==> src/shared/spcs_pkg.sv <==
`default_nettype none
package spcs_pkg;

    // ==========================================================
    // Register map of the plain register port
    // ==========================================================
    localparam int ADDR_W = 4;
    localparam int DATA_W = 8;
    localparam logic [ADDR_W-1:0] ADDR_CTRL = 4'h0;
    localparam logic [ADDR_W-1:0] ADDR_STAT = 4'h1;
    localparam logic [ADDR_W-1:0] ADDR_MASK = 4'h2;
    localparam logic [ADDR_W-1:0] ADDR_CFG = 4'h3;

    // ==========================================================
    // Serial control field positions and reset value
    // ==========================================================
    localparam int BIT_RX_IRQ = 0;
    localparam int BIT_TX_IRQ = 1;
    localparam int BIT_RX_NINTH = 2;
    localparam int BIT_TX_NINTH = 3;
    localparam int BIT_RX_EN = 4;
    localparam int BIT_MP_EN = 5;
    localparam int BIT_MODE_LO = 6;
    localparam int BIT_MODE_HI = 7;
    localparam logic [DATA_W-1:0] CTRL_RESET = 8'h00;
    localparam logic [DATA_W-1:0] ZERO_BYTE = 8'h00;
    localparam logic [DATA_W-1:0] ALL_BITS = 8'hFF;

    // ==========================================================
    // Configuration and event status layout
    // ==========================================================
    localparam int CFG_FRAME_CHECK = 0;
    localparam int EV_W = 3;
    localparam int EV_TX = 0;
    localparam int EV_RX = 1;
    localparam int EV_FE = 2;
    localparam logic [EV_W-1:0] EV_RESET = 3'h0;

    // Operating modes, coded as the two mode bits.
    typedef enum logic [1:0] {
        SPCS_MODE_SHIFT = 2'b00,
        SPCS_MODE_UART8 = 2'b01,
        SPCS_MODE_UART9F = 2'b10,
        SPCS_MODE_UART9V = 2'b11
    } spcs_mode_e;

    // Register port request.
    typedef struct packed {
        logic [ADDR_W-1:0] addr;
        logic [DATA_W-1:0] wdata;
        logic wr;
        logic rd;
    } spcs_bus_s;

    // Single-bit write, as a bit-level instruction does it.
    typedef struct packed {
        logic wr;
        logic [2:0] idx;
        logic val;
    } spcs_bitwr_s;

    // Receive datapath events, one-cycle pulses with sampled bits.
    typedef struct packed {
        logic data_end;
        logic stop_seen;
        logic ninth;
        logic stop_bit;
    } spcs_rx_ev_s;

    // Transmit datapath events, one-cycle pulses.
    typedef struct packed {
        logic eighth_end;
        logic stop_start;
    } spcs_tx_ev_s;

endpackage : spcs_pkg
`default_nettype wire

==> src/hdl/spcs_serial_ctrl.sv <==
// Function
// [RQ1] Modes 2 and 3 copy the received ninth bit into the receive ninth bit.
// [RQ2] Mode 1 with multiprocessor mode off stores the received stop bit there.
// [RQ3] In mode 0 received traffic never touches the receive ninth bit.
// [RQ4] The transmit flag sets at bit 8 end in mode 0, else at stop start.
// [RQ5] Mode 0 sets the receive flag after bit 8; only a write of 0 clears it.
// [RQ6] Reset clears the control byte, which is also writable bit by bit.
// [RQ7] The serial request is the OR of the transmit and receive flags.
// [RQ8] Transmit and receive events are handled together in modes 1 to 3.
// [RQ9] With the framing check on, a bad stop bit sets the framing error flag.
// [RQ10] Only software or reset clears the framing error; good frames do not.
// [RQ11] With the framing check on, the receive flag rises on the stop bit.
// [RQ12] Frames count only while receive enable is set; else flags stay.
//
// The plain strobed port and the placing of the registers were decided locally.
`timescale 1ns/100ps
`default_nettype none
module spcs_serial_ctrl (
    input wire logic clock_i,
    input wire logic rst_i,
    input wire logic ce_i,
    input wire spcs_pkg::spcs_bus_s bus_i,
    input wire spcs_pkg::spcs_bitwr_s bitwr_i,
    input wire spcs_pkg::spcs_rx_ev_s rx_ev_i,
    input wire spcs_pkg::spcs_tx_ev_s tx_ev_i,
    output logic [spcs_pkg::DATA_W-1:0] rdata_o,
    output logic [1:0] mode_o,
    output logic rx_enable_o,
    output logic mp_enable_o,
    output logic tx_ninth_o,
    output logic framing_error_o,
    output logic serial_irq_o,
    output logic irq_o
);

    // ==========================================================
    // Helpers
    // ==========================================================
    // True in the three asynchronous modes.
    function automatic logic is_async(input spcs_pkg::spcs_mode_e m);
        return m != spcs_pkg::SPCS_MODE_SHIFT;
    endfunction : is_async

    // True in the two nine-bit modes.
    function automatic logic is_nine(input spcs_pkg::spcs_mode_e m);
        return m == spcs_pkg::SPCS_MODE_UART9F ||
            m == spcs_pkg::SPCS_MODE_UART9V;
    endfunction : is_nine

    logic [spcs_pkg::DATA_W-1:0] ctrl_ff;
    logic [spcs_pkg::DATA_W-1:0] nxt_ctrl;
    logic fe_ff;
    logic nxt_fe;
    logic fcs_ff;
    logic sirq_ff;
    logic [spcs_pkg::DATA_W-1:0] rdata_ff;
    logic [spcs_pkg::DATA_W-1:0] wmask;
    logic [spcs_pkg::DATA_W-1:0] wval;
    logic [spcs_pkg::DATA_W-1:0] ctrl_view;
    logic [spcs_pkg::EV_W-1:0] ev;
    logic [spcs_pkg::EV_W-1:0] status;
    logic [spcs_pkg::EV_W-1:0] mask;
    spcs_pkg::spcs_mode_e mode;
    logic ren;
    logic mp_en;
    logic ri_set;
    logic ti_set;
    logic fe_set;
    logic rx_ninth_load;
    logic rx_ninth_val;
    logic rx_flag_ev;
    logic mp_block;

    assign mode = spcs_pkg::spcs_mode_e'(
        {ctrl_ff[spcs_pkg::BIT_MODE_HI], ctrl_ff[spcs_pkg::BIT_MODE_LO]});
    assign ren = ctrl_ff[spcs_pkg::BIT_RX_EN];
    assign mp_en = ctrl_ff[spcs_pkg::BIT_MP_EN];

    // ==========================================================
    // Software write decode
    // ==========================================================
    // A byte write and a bit write in one cycle: the byte write wins.
    // [RQ6] bit level access
    always_comb begin
        wmask = spcs_pkg::ZERO_BYTE;
        wval = spcs_pkg::ZERO_BYTE;
        if (bus_i.wr && bus_i.addr == spcs_pkg::ADDR_CTRL) begin
            wmask = spcs_pkg::ALL_BITS;
            wval = bus_i.wdata;
        end else if (bitwr_i.wr) begin
            wmask[bitwr_i.idx] = 1'b1;
            wval[bitwr_i.idx] = bitwr_i.val;
        end
    end

    // ==========================================================
    // Receive side event decode
    // ==========================================================
    // Receive and transmit paths share no term, so both run at once.
    // [RQ8] independent rx path
    always_comb begin
        rx_flag_ev = 1'b0;
        mp_block = 1'b0;
        rx_ninth_load = 1'b0;
        rx_ninth_val = 1'b0;
        unique case (mode)
            spcs_pkg::SPCS_MODE_SHIFT: begin
                // [RQ5] mode 0 flag
                rx_flag_ev = rx_ev_i.data_end;
            end
            spcs_pkg::SPCS_MODE_UART8: begin
                // [RQ11] flag on stop
                rx_flag_ev = fcs_ff ? rx_ev_i.stop_seen : rx_ev_i.data_end;
                mp_block = mp_en && rx_ev_i.stop_seen && !rx_ev_i.stop_bit;
                // [RQ2] stop bit load
                rx_ninth_load = !mp_en && rx_ev_i.stop_seen;
                rx_ninth_val = rx_ev_i.stop_bit;
            end
            spcs_pkg::SPCS_MODE_UART9F,
            spcs_pkg::SPCS_MODE_UART9V: begin
                rx_flag_ev = fcs_ff ? rx_ev_i.stop_seen : rx_ev_i.data_end;
                mp_block = mp_en && !rx_ev_i.ninth;
                // [RQ1] ninth bit load
                rx_ninth_load = rx_ev_i.data_end;
                rx_ninth_val = rx_ev_i.ninth;
            end
        endcase
    end

    // Nothing from the line counts while reception is disabled.
    // [RQ12] receive gated
    assign ri_set = ren && rx_flag_ev && !mp_block;
    // [RQ9] framing error set
    assign fe_set = ren && fcs_ff && is_async(mode) &&
        rx_ev_i.stop_seen && !rx_ev_i.stop_bit;
    // [RQ4] transmit flag set
    assign ti_set = (mode == spcs_pkg::SPCS_MODE_SHIFT) ?
        tx_ev_i.eighth_end : tx_ev_i.stop_start;

    // ==========================================================
    // Serial control register
    // ==========================================================
    // Hardware sets win over a same-cycle software clear of a flag.
    always_comb begin
        nxt_ctrl = (ctrl_ff & ~wmask) | (wval & wmask);
        // Bit 7 writes go to the error flag while the check is on.
        if (fcs_ff) begin
            nxt_ctrl[spcs_pkg::BIT_MODE_HI] =
                ctrl_ff[spcs_pkg::BIT_MODE_HI];
        end
        // [RQ5] receive flag sticky
        nxt_ctrl[spcs_pkg::BIT_RX_IRQ] =
            nxt_ctrl[spcs_pkg::BIT_RX_IRQ] | ri_set;
        // [RQ4] transmit flag sticky
        nxt_ctrl[spcs_pkg::BIT_TX_IRQ] =
            nxt_ctrl[spcs_pkg::BIT_TX_IRQ] | ti_set;
        // [RQ3] mode 0 never loads
        if (ren && rx_ninth_load && is_async(mode)) begin
            nxt_ctrl[spcs_pkg::BIT_RX_NINTH] = rx_ninth_val;
        end
    end

    // [RQ6] reset clears control
    always_ff @(posedge clock_i) begin
        if (rst_i) begin
            ctrl_ff <= spcs_pkg::CTRL_RESET;
        end else if (ce_i) begin
            ctrl_ff <= nxt_ctrl;
        end
    end

    // ==========================================================
    // Framing error flag and check select
    // ==========================================================
    always_comb begin
        nxt_fe = fe_ff;
        if (fcs_ff && wmask[spcs_pkg::BIT_MODE_HI]) begin
            nxt_fe = wval[spcs_pkg::BIT_MODE_HI];
        end
        // [RQ10] error stays set
        nxt_fe = nxt_fe | fe_set;
    end

    always_ff @(posedge clock_i) begin
        if (rst_i) begin
            fe_ff <= 1'b0;
        end else if (ce_i) begin
            fe_ff <= nxt_fe;
        end
    end

    // The select also decides what bit 7 of the control byte shows.
    always_ff @(posedge clock_i) begin
        if (rst_i) begin
            fcs_ff <= 1'b0;
        end else if (ce_i && bus_i.wr && bus_i.addr == spcs_pkg::ADDR_CFG) begin
            fcs_ff <= bus_i.wdata[spcs_pkg::CFG_FRAME_CHECK];
        end
    end

    // ==========================================================
    // Interrupt status, mask and outputs
    // ==========================================================
    always_comb begin
        ev = spcs_pkg::EV_RESET;
        ev[spcs_pkg::EV_TX] = ti_set;
        ev[spcs_pkg::EV_RX] = ri_set;
        ev[spcs_pkg::EV_FE] = fe_set;
    end

    spcs_irq_unit spcs_irq_unit_inst (
        .clock_i(clock_i),
        .rst_i(rst_i),
        .ce_i(ce_i),
        .ev_i(ev),
        .rd_clr_i(bus_i.rd && bus_i.addr == spcs_pkg::ADDR_STAT),
        .mask_wr_i(bus_i.wr && bus_i.addr == spcs_pkg::ADDR_MASK),
        .mask_wdata_i(bus_i.wdata[spcs_pkg::EV_W-1:0]),
        .status_o(status),
        .mask_o(mask),
        .irq_o(irq_o)
    );

    // One cycle behind the flags, so the output comes from a flop.
    // [RQ7] serial request
    always_ff @(posedge clock_i) begin
        if (rst_i) begin
            sirq_ff <= 1'b0;
        end else if (ce_i) begin
            sirq_ff <= ctrl_ff[spcs_pkg::BIT_TX_IRQ] |
                ctrl_ff[spcs_pkg::BIT_RX_IRQ];
        end
    end

    // ==========================================================
    // Read port
    // ==========================================================
    always_comb begin
        ctrl_view = ctrl_ff;
        if (fcs_ff) begin
            ctrl_view[spcs_pkg::BIT_MODE_HI] = fe_ff;
        end
    end

    // Read data stand for one enabled cycle only and hold while ce_i is low; unmapped offsets read zero.
    always_ff @(posedge clock_i) begin
        if (rst_i) begin
            rdata_ff <= spcs_pkg::ZERO_BYTE;
        end else if (ce_i) begin
            rdata_ff <= spcs_pkg::ZERO_BYTE;
            if (bus_i.rd) begin
                unique case (bus_i.addr)
                    spcs_pkg::ADDR_CTRL: rdata_ff <= ctrl_view;
                    spcs_pkg::ADDR_STAT: rdata_ff <= {5'h00, status};
                    spcs_pkg::ADDR_MASK: rdata_ff <= {5'h00, mask};
                    spcs_pkg::ADDR_CFG: rdata_ff <= {7'h00, fcs_ff};
                    default: rdata_ff <= spcs_pkg::ZERO_BYTE;
                endcase
            end
        end
    end

    assign rdata_o = rdata_ff;
    assign mode_o = {ctrl_ff[spcs_pkg::BIT_MODE_HI],
        ctrl_ff[spcs_pkg::BIT_MODE_LO]};
    assign rx_enable_o = ctrl_ff[spcs_pkg::BIT_RX_EN];
    assign mp_enable_o = ctrl_ff[spcs_pkg::BIT_MP_EN];
    assign tx_ninth_o = ctrl_ff[spcs_pkg::BIT_TX_NINTH];
    assign framing_error_o = fe_ff;
    assign serial_irq_o = sirq_ff;
endmodule : spcs_serial_ctrl
`default_nettype wire

==> src/hdl/spcs_irq_unit.sv <==
`timescale 1ns/100ps
`default_nettype none
module spcs_irq_unit (
    input wire logic clock_i,
    input wire logic rst_i,
    input wire logic ce_i,
    input wire logic [spcs_pkg::EV_W-1:0] ev_i,
    input wire logic rd_clr_i,
    input wire logic mask_wr_i,
    input wire logic [spcs_pkg::EV_W-1:0] mask_wdata_i,
    output logic [spcs_pkg::EV_W-1:0] status_o,
    output logic [spcs_pkg::EV_W-1:0] mask_o,
    output logic irq_o
);

    logic [spcs_pkg::EV_W-1:0] status_ff;
    logic [spcs_pkg::EV_W-1:0] mask_ff;
    logic irq_ff;
    logic [spcs_pkg::EV_W-1:0] nxt_status;

    // ==========================================================
    // Sticky status, cleared by a read
    // ==========================================================
    // An event in the reading cycle survives the clear, so none is lost.
    always_comb begin
        nxt_status = ev_i | (status_ff & {spcs_pkg::EV_W{~rd_clr_i}});
    end

    always_ff @(posedge clock_i) begin
        if (rst_i) begin
            status_ff <= spcs_pkg::EV_RESET;
        end else if (ce_i) begin
            status_ff <= nxt_status;
        end
    end

    // Mask register, same layout as the status.
    always_ff @(posedge clock_i) begin
        if (rst_i) begin
            mask_ff <= spcs_pkg::EV_RESET;
        end else if (ce_i && mask_wr_i) begin
            mask_ff <= mask_wdata_i;
        end
    end

    // Registered level output, one cycle behind the status it reflects.
    always_ff @(posedge clock_i) begin
        if (rst_i) begin
            irq_ff <= 1'b0;
        end else if (ce_i) begin
            irq_ff <= |(status_ff & mask_ff);
        end
    end

    assign status_o = status_ff;
    assign mask_o = mask_ff;
    assign irq_o = irq_ff;

endmodule : spcs_irq_unit
`default_nettype wire

==> config.mk <==
export PLATFORM = sky130hd
export DESIGN_NAME = spcs_serial_ctrl
export DESIGN_NICKNAME = d
export VERILOG_FILES = /design/src/shared/spcs_pkg.sv /design/src/hdl/spcs_serial_ctrl.sv /design/src/hdl/spcs_irq_unit.sv
export SDC_FILE = /design/constraint.sdc
export NUM_CORES = 1
export LEC_CHECK = 0
export BUFFER_PORTS_ARGS = -buffer_cell sky130_fd_sc_hd__buf_2
export CAP_MARGIN = 20
export CORE_ASPECT_RATIO = 0.8
export CORE_MARGIN = 5
export CORE_UTILIZATION = 51
export DETAILED_ROUTE_END_ITERATION = 10
export GPL_ROUTABILITY_DRIVEN = 0
export PLACE_DENSITY = 0.79
export SLEW_MARGIN = 5
export SYNTH_ARGS = -nofsm -noshare
export SYNTH_HDL_FRONTEND = slang
export SYNTH_SLANG_ARGS = --single-unit
==> constraint.sdc <==
create_clock -name clock_i -period 2.06 [get_ports clock_i]
set_input_delay 0.206 -clock clock_i [delete_from_list [all_inputs] [get_ports clock_i]]
set_output_delay 0.206 -clock clock_i [all_outputs]
set_load 0.01 [all_outputs]
==> results by group, run 1 <==
GRT
  • Initial antenna violation count: 0
  • GR peak layer: met2
  • Pin count of the biggest net entering global routing: 33
  • Met3 Usage GRT: 5.085%
  • Vias in the first global route: 1,492
  • M1 GR Usage: 27.43%
  • Met2 Use GR: 34.03%
  • GRT Util Overall: 20.68%
  • First-pass GRT wire length: 6969 microns
  • Congestion Overflow GR: 0

Clocking
  • Clock Tree Buf Depth: 2
  • Post-CTS Resized: 0
  • Clock Pin Slew Worst Setup and Hold Paths: 80 ps
  • Hold-fix buffers at CTS: 0
  • Worst-skew pair later-pin latency: 260 ps
  • CTS Buf Count: 3
  • Clk sinks: 26
  • CTS tree: yes
  • H-Tree Depth: 1
  • Root Driver: clkbuf_8
  • Post-CTS Setup Inserts: 0

Floorplanning
  • Num ports: 44
  • Starting Density: 54.62%
  • Die width: 71.54 microns
  • Die height: 59.24 microns
  • Core Area: 2829 sq um
  • Die ar.: 4238 sq um
  • Row cnt: 17

Finish
  • Fraction of layout cells with a size suffix above 1: 27.70%
  • Final-stage net count: 243
  • Antenna diodes: 0
  • Synth-to-layout area growth: 15.22%
  • Number of fill cells in the layout: 242
  • Design area: 1780 sq um
  • Commonest cells after routing, fill and taps aside: buf_2 (43), dfxtp_1 (26), nor2_1 (22), a21oi_1 (13), a211oi_1 (12)
  • Most common cell after layout, fill and taps aside: buf_2

Placement
  • Detailed placement HPWL: 3256 microns
  • Placed cell areas: 1739 sq um
  • Number of port buffers: 43
  • DP Worst Slack: 498.9 ps

Drt
  • Post-DRT Antenna Nets: 0
  • Avg WL per Cell: 17.01 microns
  • DRC Markers: 0
  • Vias per cell: 6.239
  • Vias: 1,566
  • Initial DRT Pass Iterations: 6
  • Drt total wl: 4270 microns
  • 1st-iter DRT viols: 124

Critical path
  • Worst Path Required: 2240 ps
  • WS Path Type: flop to flop
  • Max FO, Critical Path: 7
  • Crit path capture type: flop
  • Worst endpoint data arrival time: 1740 ps
  • Setup crit start kind: flop

STA
  • Fin crit share: 75.44%
  • # setup viols final: 0
  • Max-slew violation count: 0
  • Slew @ Worst Pin: 605.2 ps
  • Post-route clock skew: 2.690 ps
  • Fin crit period: 1554 ps
  • Fmax: 643.5 MHz
  • Hold Violations, Final: 0
  • RSZ-0062 raised after global routing: false
  • Setup TNS: 0 ps
  • Worst Setup Slack, final: 505.9 ps
  • Hold WS: 206.7 ps
  • Slew HR: 59.56%

Pwr
  • PwrDens: 530.4 nW/um^2
  • Max rail drop VDD: 0.0003613 V
  • Pleak: 0.7241 nW

Logic synthesis
  • Synth top area share: 33.68%
  • Post-synthesis sequential area ratio: 33.68%
  • Async SR Flop Fraction: 0%
  • Post-Syn Instances: 179
  • Ranking of synthesized cells by area: dfxtp_1 (34%), a211oi_1 (5.8%), nor2_1 (5.3%), mux2i_1 (4.5%), a21oi_1 (4.2%)
  • Post-synth EDFFs: 0
  • Distinct cells, synth: 47
  • Syn_area_per_cell: 8.633 sq um
  • Top FF cell, synth: dfxtp_1
  • Largest area contributor in the netlist: dfxtp_1
  • Cell area after synthesis: 1545 sq um
  • FF+latch count, synth: 26
  • Mapped Nets: 207
  • Yosys warnings: 0

Run
  • MaxCap Viol Count: 0

Outcome
  • Status: finished, final reports clean

Min path
  • Worst min-delay path class: input port to flop
cells by family (layout without fill, tap and decap cells):
logic type,Yosys count,in the layout,share of synthesized area (%)
DFF,26,26,33.68
and+or+nand+nor,74,74,28.66
buffers and inverters,16,50,5.667
AOI/OAI and AO/OA,50,50,22.35
muxes,13,13,9.635
through the flow:
step | power (W) | std cells | util [%]
after floorplan | 0.0006248 | 179 | -
after global placement | 0.0006732 | 248 | 61.48
after detailed placement | 0.0006805 | 248 | 61.48
after CTS | 0.0009592 | 251 | 62.94
after global routing | 0.0009921 | 251 | 62.94
final | 0.0009443 | 251 | 62.94
report_power, final:
part,internal (W),switching (W)
logic,0.0000613,0.0000830
clock network,0.000131,0.000142
registers,0.000513,0.0000135
critical path: stages (launching register included):
cell and delay [ps]:
dfxtp_1 480, or4bb_1 430, o22ai_1 250, a211oi_1 90
a211oi_1 220
synth_stat cells, drive strengths merged (3+ instances only):
library cell and instances:
a211oi 13, a21oi 13, buf 9, clkbuf 4, dfxtp 26, inv 3
mux2 5, mux2i 7, nand2 6, nand4 4, nor2 23, nor2b 10
nor3 3, nor4bb 3, o21ai 7, o31ai 3, or3 4, or4bb 3
path summary, 6_finish.rpt:
check | cells after the start | end | slack (ps) | start
max | 4 | framing_error_o | 510 | fcs_ff
min | 2 | ctrl_ff[1] | 210 | ce_i
max reg2reg | 4 | framing_error_o | 510 | fcs_ff
min reg2reg | 2 | serial_irq_o | 500 | serial_irq_o
final cells by class:
| type | instances | area, sq um | area share (%) |
|---|---|---|---|
| multi-input combinational | 137 | 937.1 | 52.64 |
| sequential | 26 | 520.5 | 29.23 |
| timing repair buffer | 44 | 222.7 | 12.51 |
| tap | 38 | 47.55 | 2.670 |
| clock buffer | 3 | 41.29 | 2.319 |
| inverter | 3 | 11.26 | 0.6325 |
metal layers:
metal	vias to the layer above	wire (microns)
met2	91	1896
met3	10	435
met5	-	0
met4	0	52
li1	741	-
met1	724	1886
No activity file was read; power rests on OpenSTA's default activity.
==> run 2: changes to the inputs <==
--- a/config.mk
+++ b/config.mk
@@ -9,10 +9,10 @@
 export CAP_MARGIN = 20
 export CORE_ASPECT_RATIO = 0.8
 export CORE_MARGIN = 5
-export CORE_UTILIZATION = 51
+export CORE_UTILIZATION = 46
 export DETAILED_ROUTE_END_ITERATION = 10
 export GPL_ROUTABILITY_DRIVEN = 0
-export PLACE_DENSITY = 0.79
+export PLACE_DENSITY = 0.75
 export SLEW_MARGIN = 5
 export SYNTH_ARGS = -nofsm -noshare
 export SYNTH_HDL_FRONTEND = slang
==> constraint.sdc (replaced) <==
create_clock -name clock_i -period 1.3 [get_ports clock_i]
set_input_delay 0.13 -clock clock_i [delete_from_list [all_inputs] [get_ports clock_i]]
set_output_delay 0.13 -clock clock_i [all_outputs]
set_load 0.01 [all_outputs]
==> run 2 against run 1 <==
Effect of this change: the flow now finishes with violations (negative setup slack); non-clock buffer count up 29; worst setup slack worse by 620 ps; design area up 16%.
==> results by group, run 2 (synthesis results as in run 1) <==
STA
  • Fmax: 709.4 MHz (was 643.5 MHz)
  • Slew HR: 78.35% (was 59.56%)
  • Post-route clock skew: 1.187 ps (was 2.690 ps)
  • Fin crit period: 1410 ps (was 1554 ps)
  • Hold WS: 116.9 ps (was 206.7 ps)
  • Slew @ Worst Pin: 320.2 ps (was 605.2 ps)
  • Fin crit share: 108.4% (was 75.44%)
  • RSZ-0062 raised after global routing: true (was false)
  • Hold Violations, Final: 0 (unchanged)
  • # setup viols final: 2 (was 0)
  • Worst Setup Slack, final: -109.7 ps (was 505.9 ps)
  • Max-slew violation count: 0 (unchanged)

Floorplanning
  • Core Area: 3153 sq um (was 2829 sq um)
  • Num ports: 44 (unchanged)
  • Die ar.: 4626 sq um (was 4238 sq um)
  • Die width: 74.80 microns (was 71.54 microns)
  • Starting Density: 49.01% (was 54.62%)
  • Row cnt: 18 (was 17)
  • Die height: 61.84 microns (was 59.24 microns)

Placement
  • Number of port buffers: 43 (unchanged)
  • Placed cell areas: 1967 sq um (was 1739 sq um)
  • Detailed placement HPWL: 3512 microns (was 3256 microns)
  • DP Worst Slack: -186.3 ps (was 498.9 ps)

Drt
  • Initial DRT Pass Iterations: 4 (was 6)
  • Drt total wl: 4628 microns (was 4270 microns)
  • Post-DRT Antenna Nets: 0 (unchanged)
  • Vias per cell: 5.872 (was 6.239)
  • Avg WL per Cell: 16.41 microns (was 17.01 microns)
  • 1st-iter DRT viols: 139 (was 124)
  • Vias: 1,656 (was 1,566)
  • DRC Markers: 0 (unchanged)

Critical path
  • FF-to-FF path depth: 4 (unchanged)
  • WS Path Type: flop to flop (unchanged)
  • Crit path capture type: flop (unchanged)
  • Max incr delay on CP: 520 ps (was 480 ps)
  • R2r setup slk: -110 ps (was 510 ps)
  • CP delay by family, top: simple AND/OR/NAND/NOR gates (was compound AO/OA/AOI/OAI gates)
  • Number of buffers and inverters on the critical path: 0 (unchanged)
  • CP max stage cell: or4b_1 (was dfxtp_1)
  • Setup crit start kind: flop (unchanged)
  • Worst endpoint data arrival time: 1610 ps (was 1740 ps)
  • Critical-path cell list: and2_4 -> o21a_1 -> or4b_1 -> o221ai_1 (was or4bb_1 -> o22ai_1 -> a211oi_1 -> a211oi_1)
  • Worst Path Required: 1500 ps (was 2240 ps)
  • Max FO, Critical Path: 6 (was 7)

Clocking
  • H-Tree Depth: 1 (unchanged)
  • Worst-skew pair later-pin latency: 270 ps (was 260 ps)
  • Hold-fix buffers at CTS: 0 (unchanged)
  • Clock Pin Slew Worst Setup and Hold Paths: 80 ps (about the same)
  • CTS tree: yes (unchanged)
  • Root Driver: clkbuf_8 (unchanged)
  • Clock Tree Buf Depth: 2 (unchanged)
  • CTS Buf Count: 3 (unchanged)
  • Clk sinks: 26 (unchanged)

Min path
  • Hold Path Depth: 3 (was 2)
  • Worst Hold Path EP: spcs_irq_unit_inst.mask_o[1] (was ctrl_ff[1])
  • Worst min-delay path class: input port to flop (unchanged)
  • Worst min-delay path startpoint: bus_i[3] (was ce_i)

Outcome
  • Violated checks: negative setup slack
  • Status: finished, violations left (was finished, final reports clean)

Finish
  • Design area: 2063 sq um (was 1780 sq um)
  • Fraction of layout cells with a size suffix above 1: 41.32% (was 27.70%)
  • Most common cell after layout, fill and taps aside: buf_2 (unchanged)
  • Commonest cells after routing, fill and taps aside: buf_2 (43), buf_4 (30), dfxtp_1 (23), nor2_1 (22), a21oi_1 (13) (was buf_2 (43), dfxtp_1 (26), nor2_1 (22), a21oi_1 (13), a211oi_1 (12))
  • Final core utilization: 65.44% (was 62.94%)
  • Synth-to-layout area growth: 33.52% (was 15.22%)
  • Final-stage net count: 272 (was 243)
  • Antenna diodes: 0 (unchanged)

GRT
  • Congestion Overflow GR: 0 (unchanged)
  • GRT Util Overall: 21.41% (was 20.68%)
  • Initial antenna violation count: 0 (unchanged)
  • Pin count of the biggest net entering global routing: 18 (was 33)
  • Vias in the first global route: 1,542 (was 1,492)
  • First-pass GRT wire length: 7438 microns (was 6969 microns)

Run
  • MaxCap Viol Count: 0 (unchanged)

Pwr
  • Pleak: 0.8816 nW (was 0.7241 nW)
  • Tot Pwr: 0.001580 W (was 0.0009443 W)
  • Max rail drop VDD: 0.0007016 V (was 0.0003613 V)
  • PwrDens: 765.7 nW/um^2 (was 530.4 nW/um^2)
run 2: cell types whose count changed in the layout (fill, tap and decap cells not counted), sizes merged:
cell,change
buf,+29
run 2: stage by stage:
| step | instances | TNS, ps |
|---|---|---|
| 6_report | 282 | -126.9 |
| 5_1_grt | 282 | -303.9 |
| 4_1_cts | 282 | -149.8 |
| 3_5_place_dp | 279 | -921.6 |
| 3_3_place_gp | 279 | -691.6 |
| 2_1_floorplan | 179 | -282.0 |
run 2: cell type report:
class / count / area [sq um]
Clock buffer: 3 / 41.29
Fill cell: 275 / 1090
Inverter: 3 / 11.26
Multi-Input combinational cell: 137 / 993.5
Sequential cell: 26 / 526.8
Tap cell: 40 / 50.05
Timing Repair Buffer: 73 / 440.4
run 2: worst max path at each step:
stage / end / startpoint / slack (ps) / cells after the start
after floorplan: flop / bus_i[11] / -80 / 6
after global placement: ctrl_ff[0] / bus_i[11] / -120 / 8
after detailed placement: ctrl_ff[0] / bus_i[11] / -190 / 8
after CTS: flop / flop / -70 / 4
after global routing: flop / flop / -140 / 4
final: flop / flop / -110 / 4
run 2: worst register-to-register path, delay by kind of cell (launching register included):
kind | cells | cell delay (ps)
AND/OR/NAND/NOR | 2 | 660
flip-flops | 1 | 370
AO/OA/AOI/OAI | 2 | 300
run 2: per-layer routing:
metal | up-vias | share of wire [%] | track usage (%)
met2 | 84 | 44 | 33.42
met1 | 764 | 44 | 28.91
met5 | - | 0 | 0
li1 | 801 | - | -
met3 | 7 | 11 | 6.913
met4 | 0 | 1.0 | 5.330
run 2: power by group:
part / internal [W] / switching (W)
sequential: 0.000813 / 0.0000156
clock: 0.000208 / 0.000243
combinational: 0.000142 / 0.000159
run 2: what timing repair did:
item | 4_1_cts | 5_1_grt
gates resized for setup | 5 | 9
hold endpoints to repair | 0 | 0
gates cloned | 0 | 0
setup buffers | 0 | 0
setup endpoints to repair | 3 | 7
pin swaps | 0 | 6
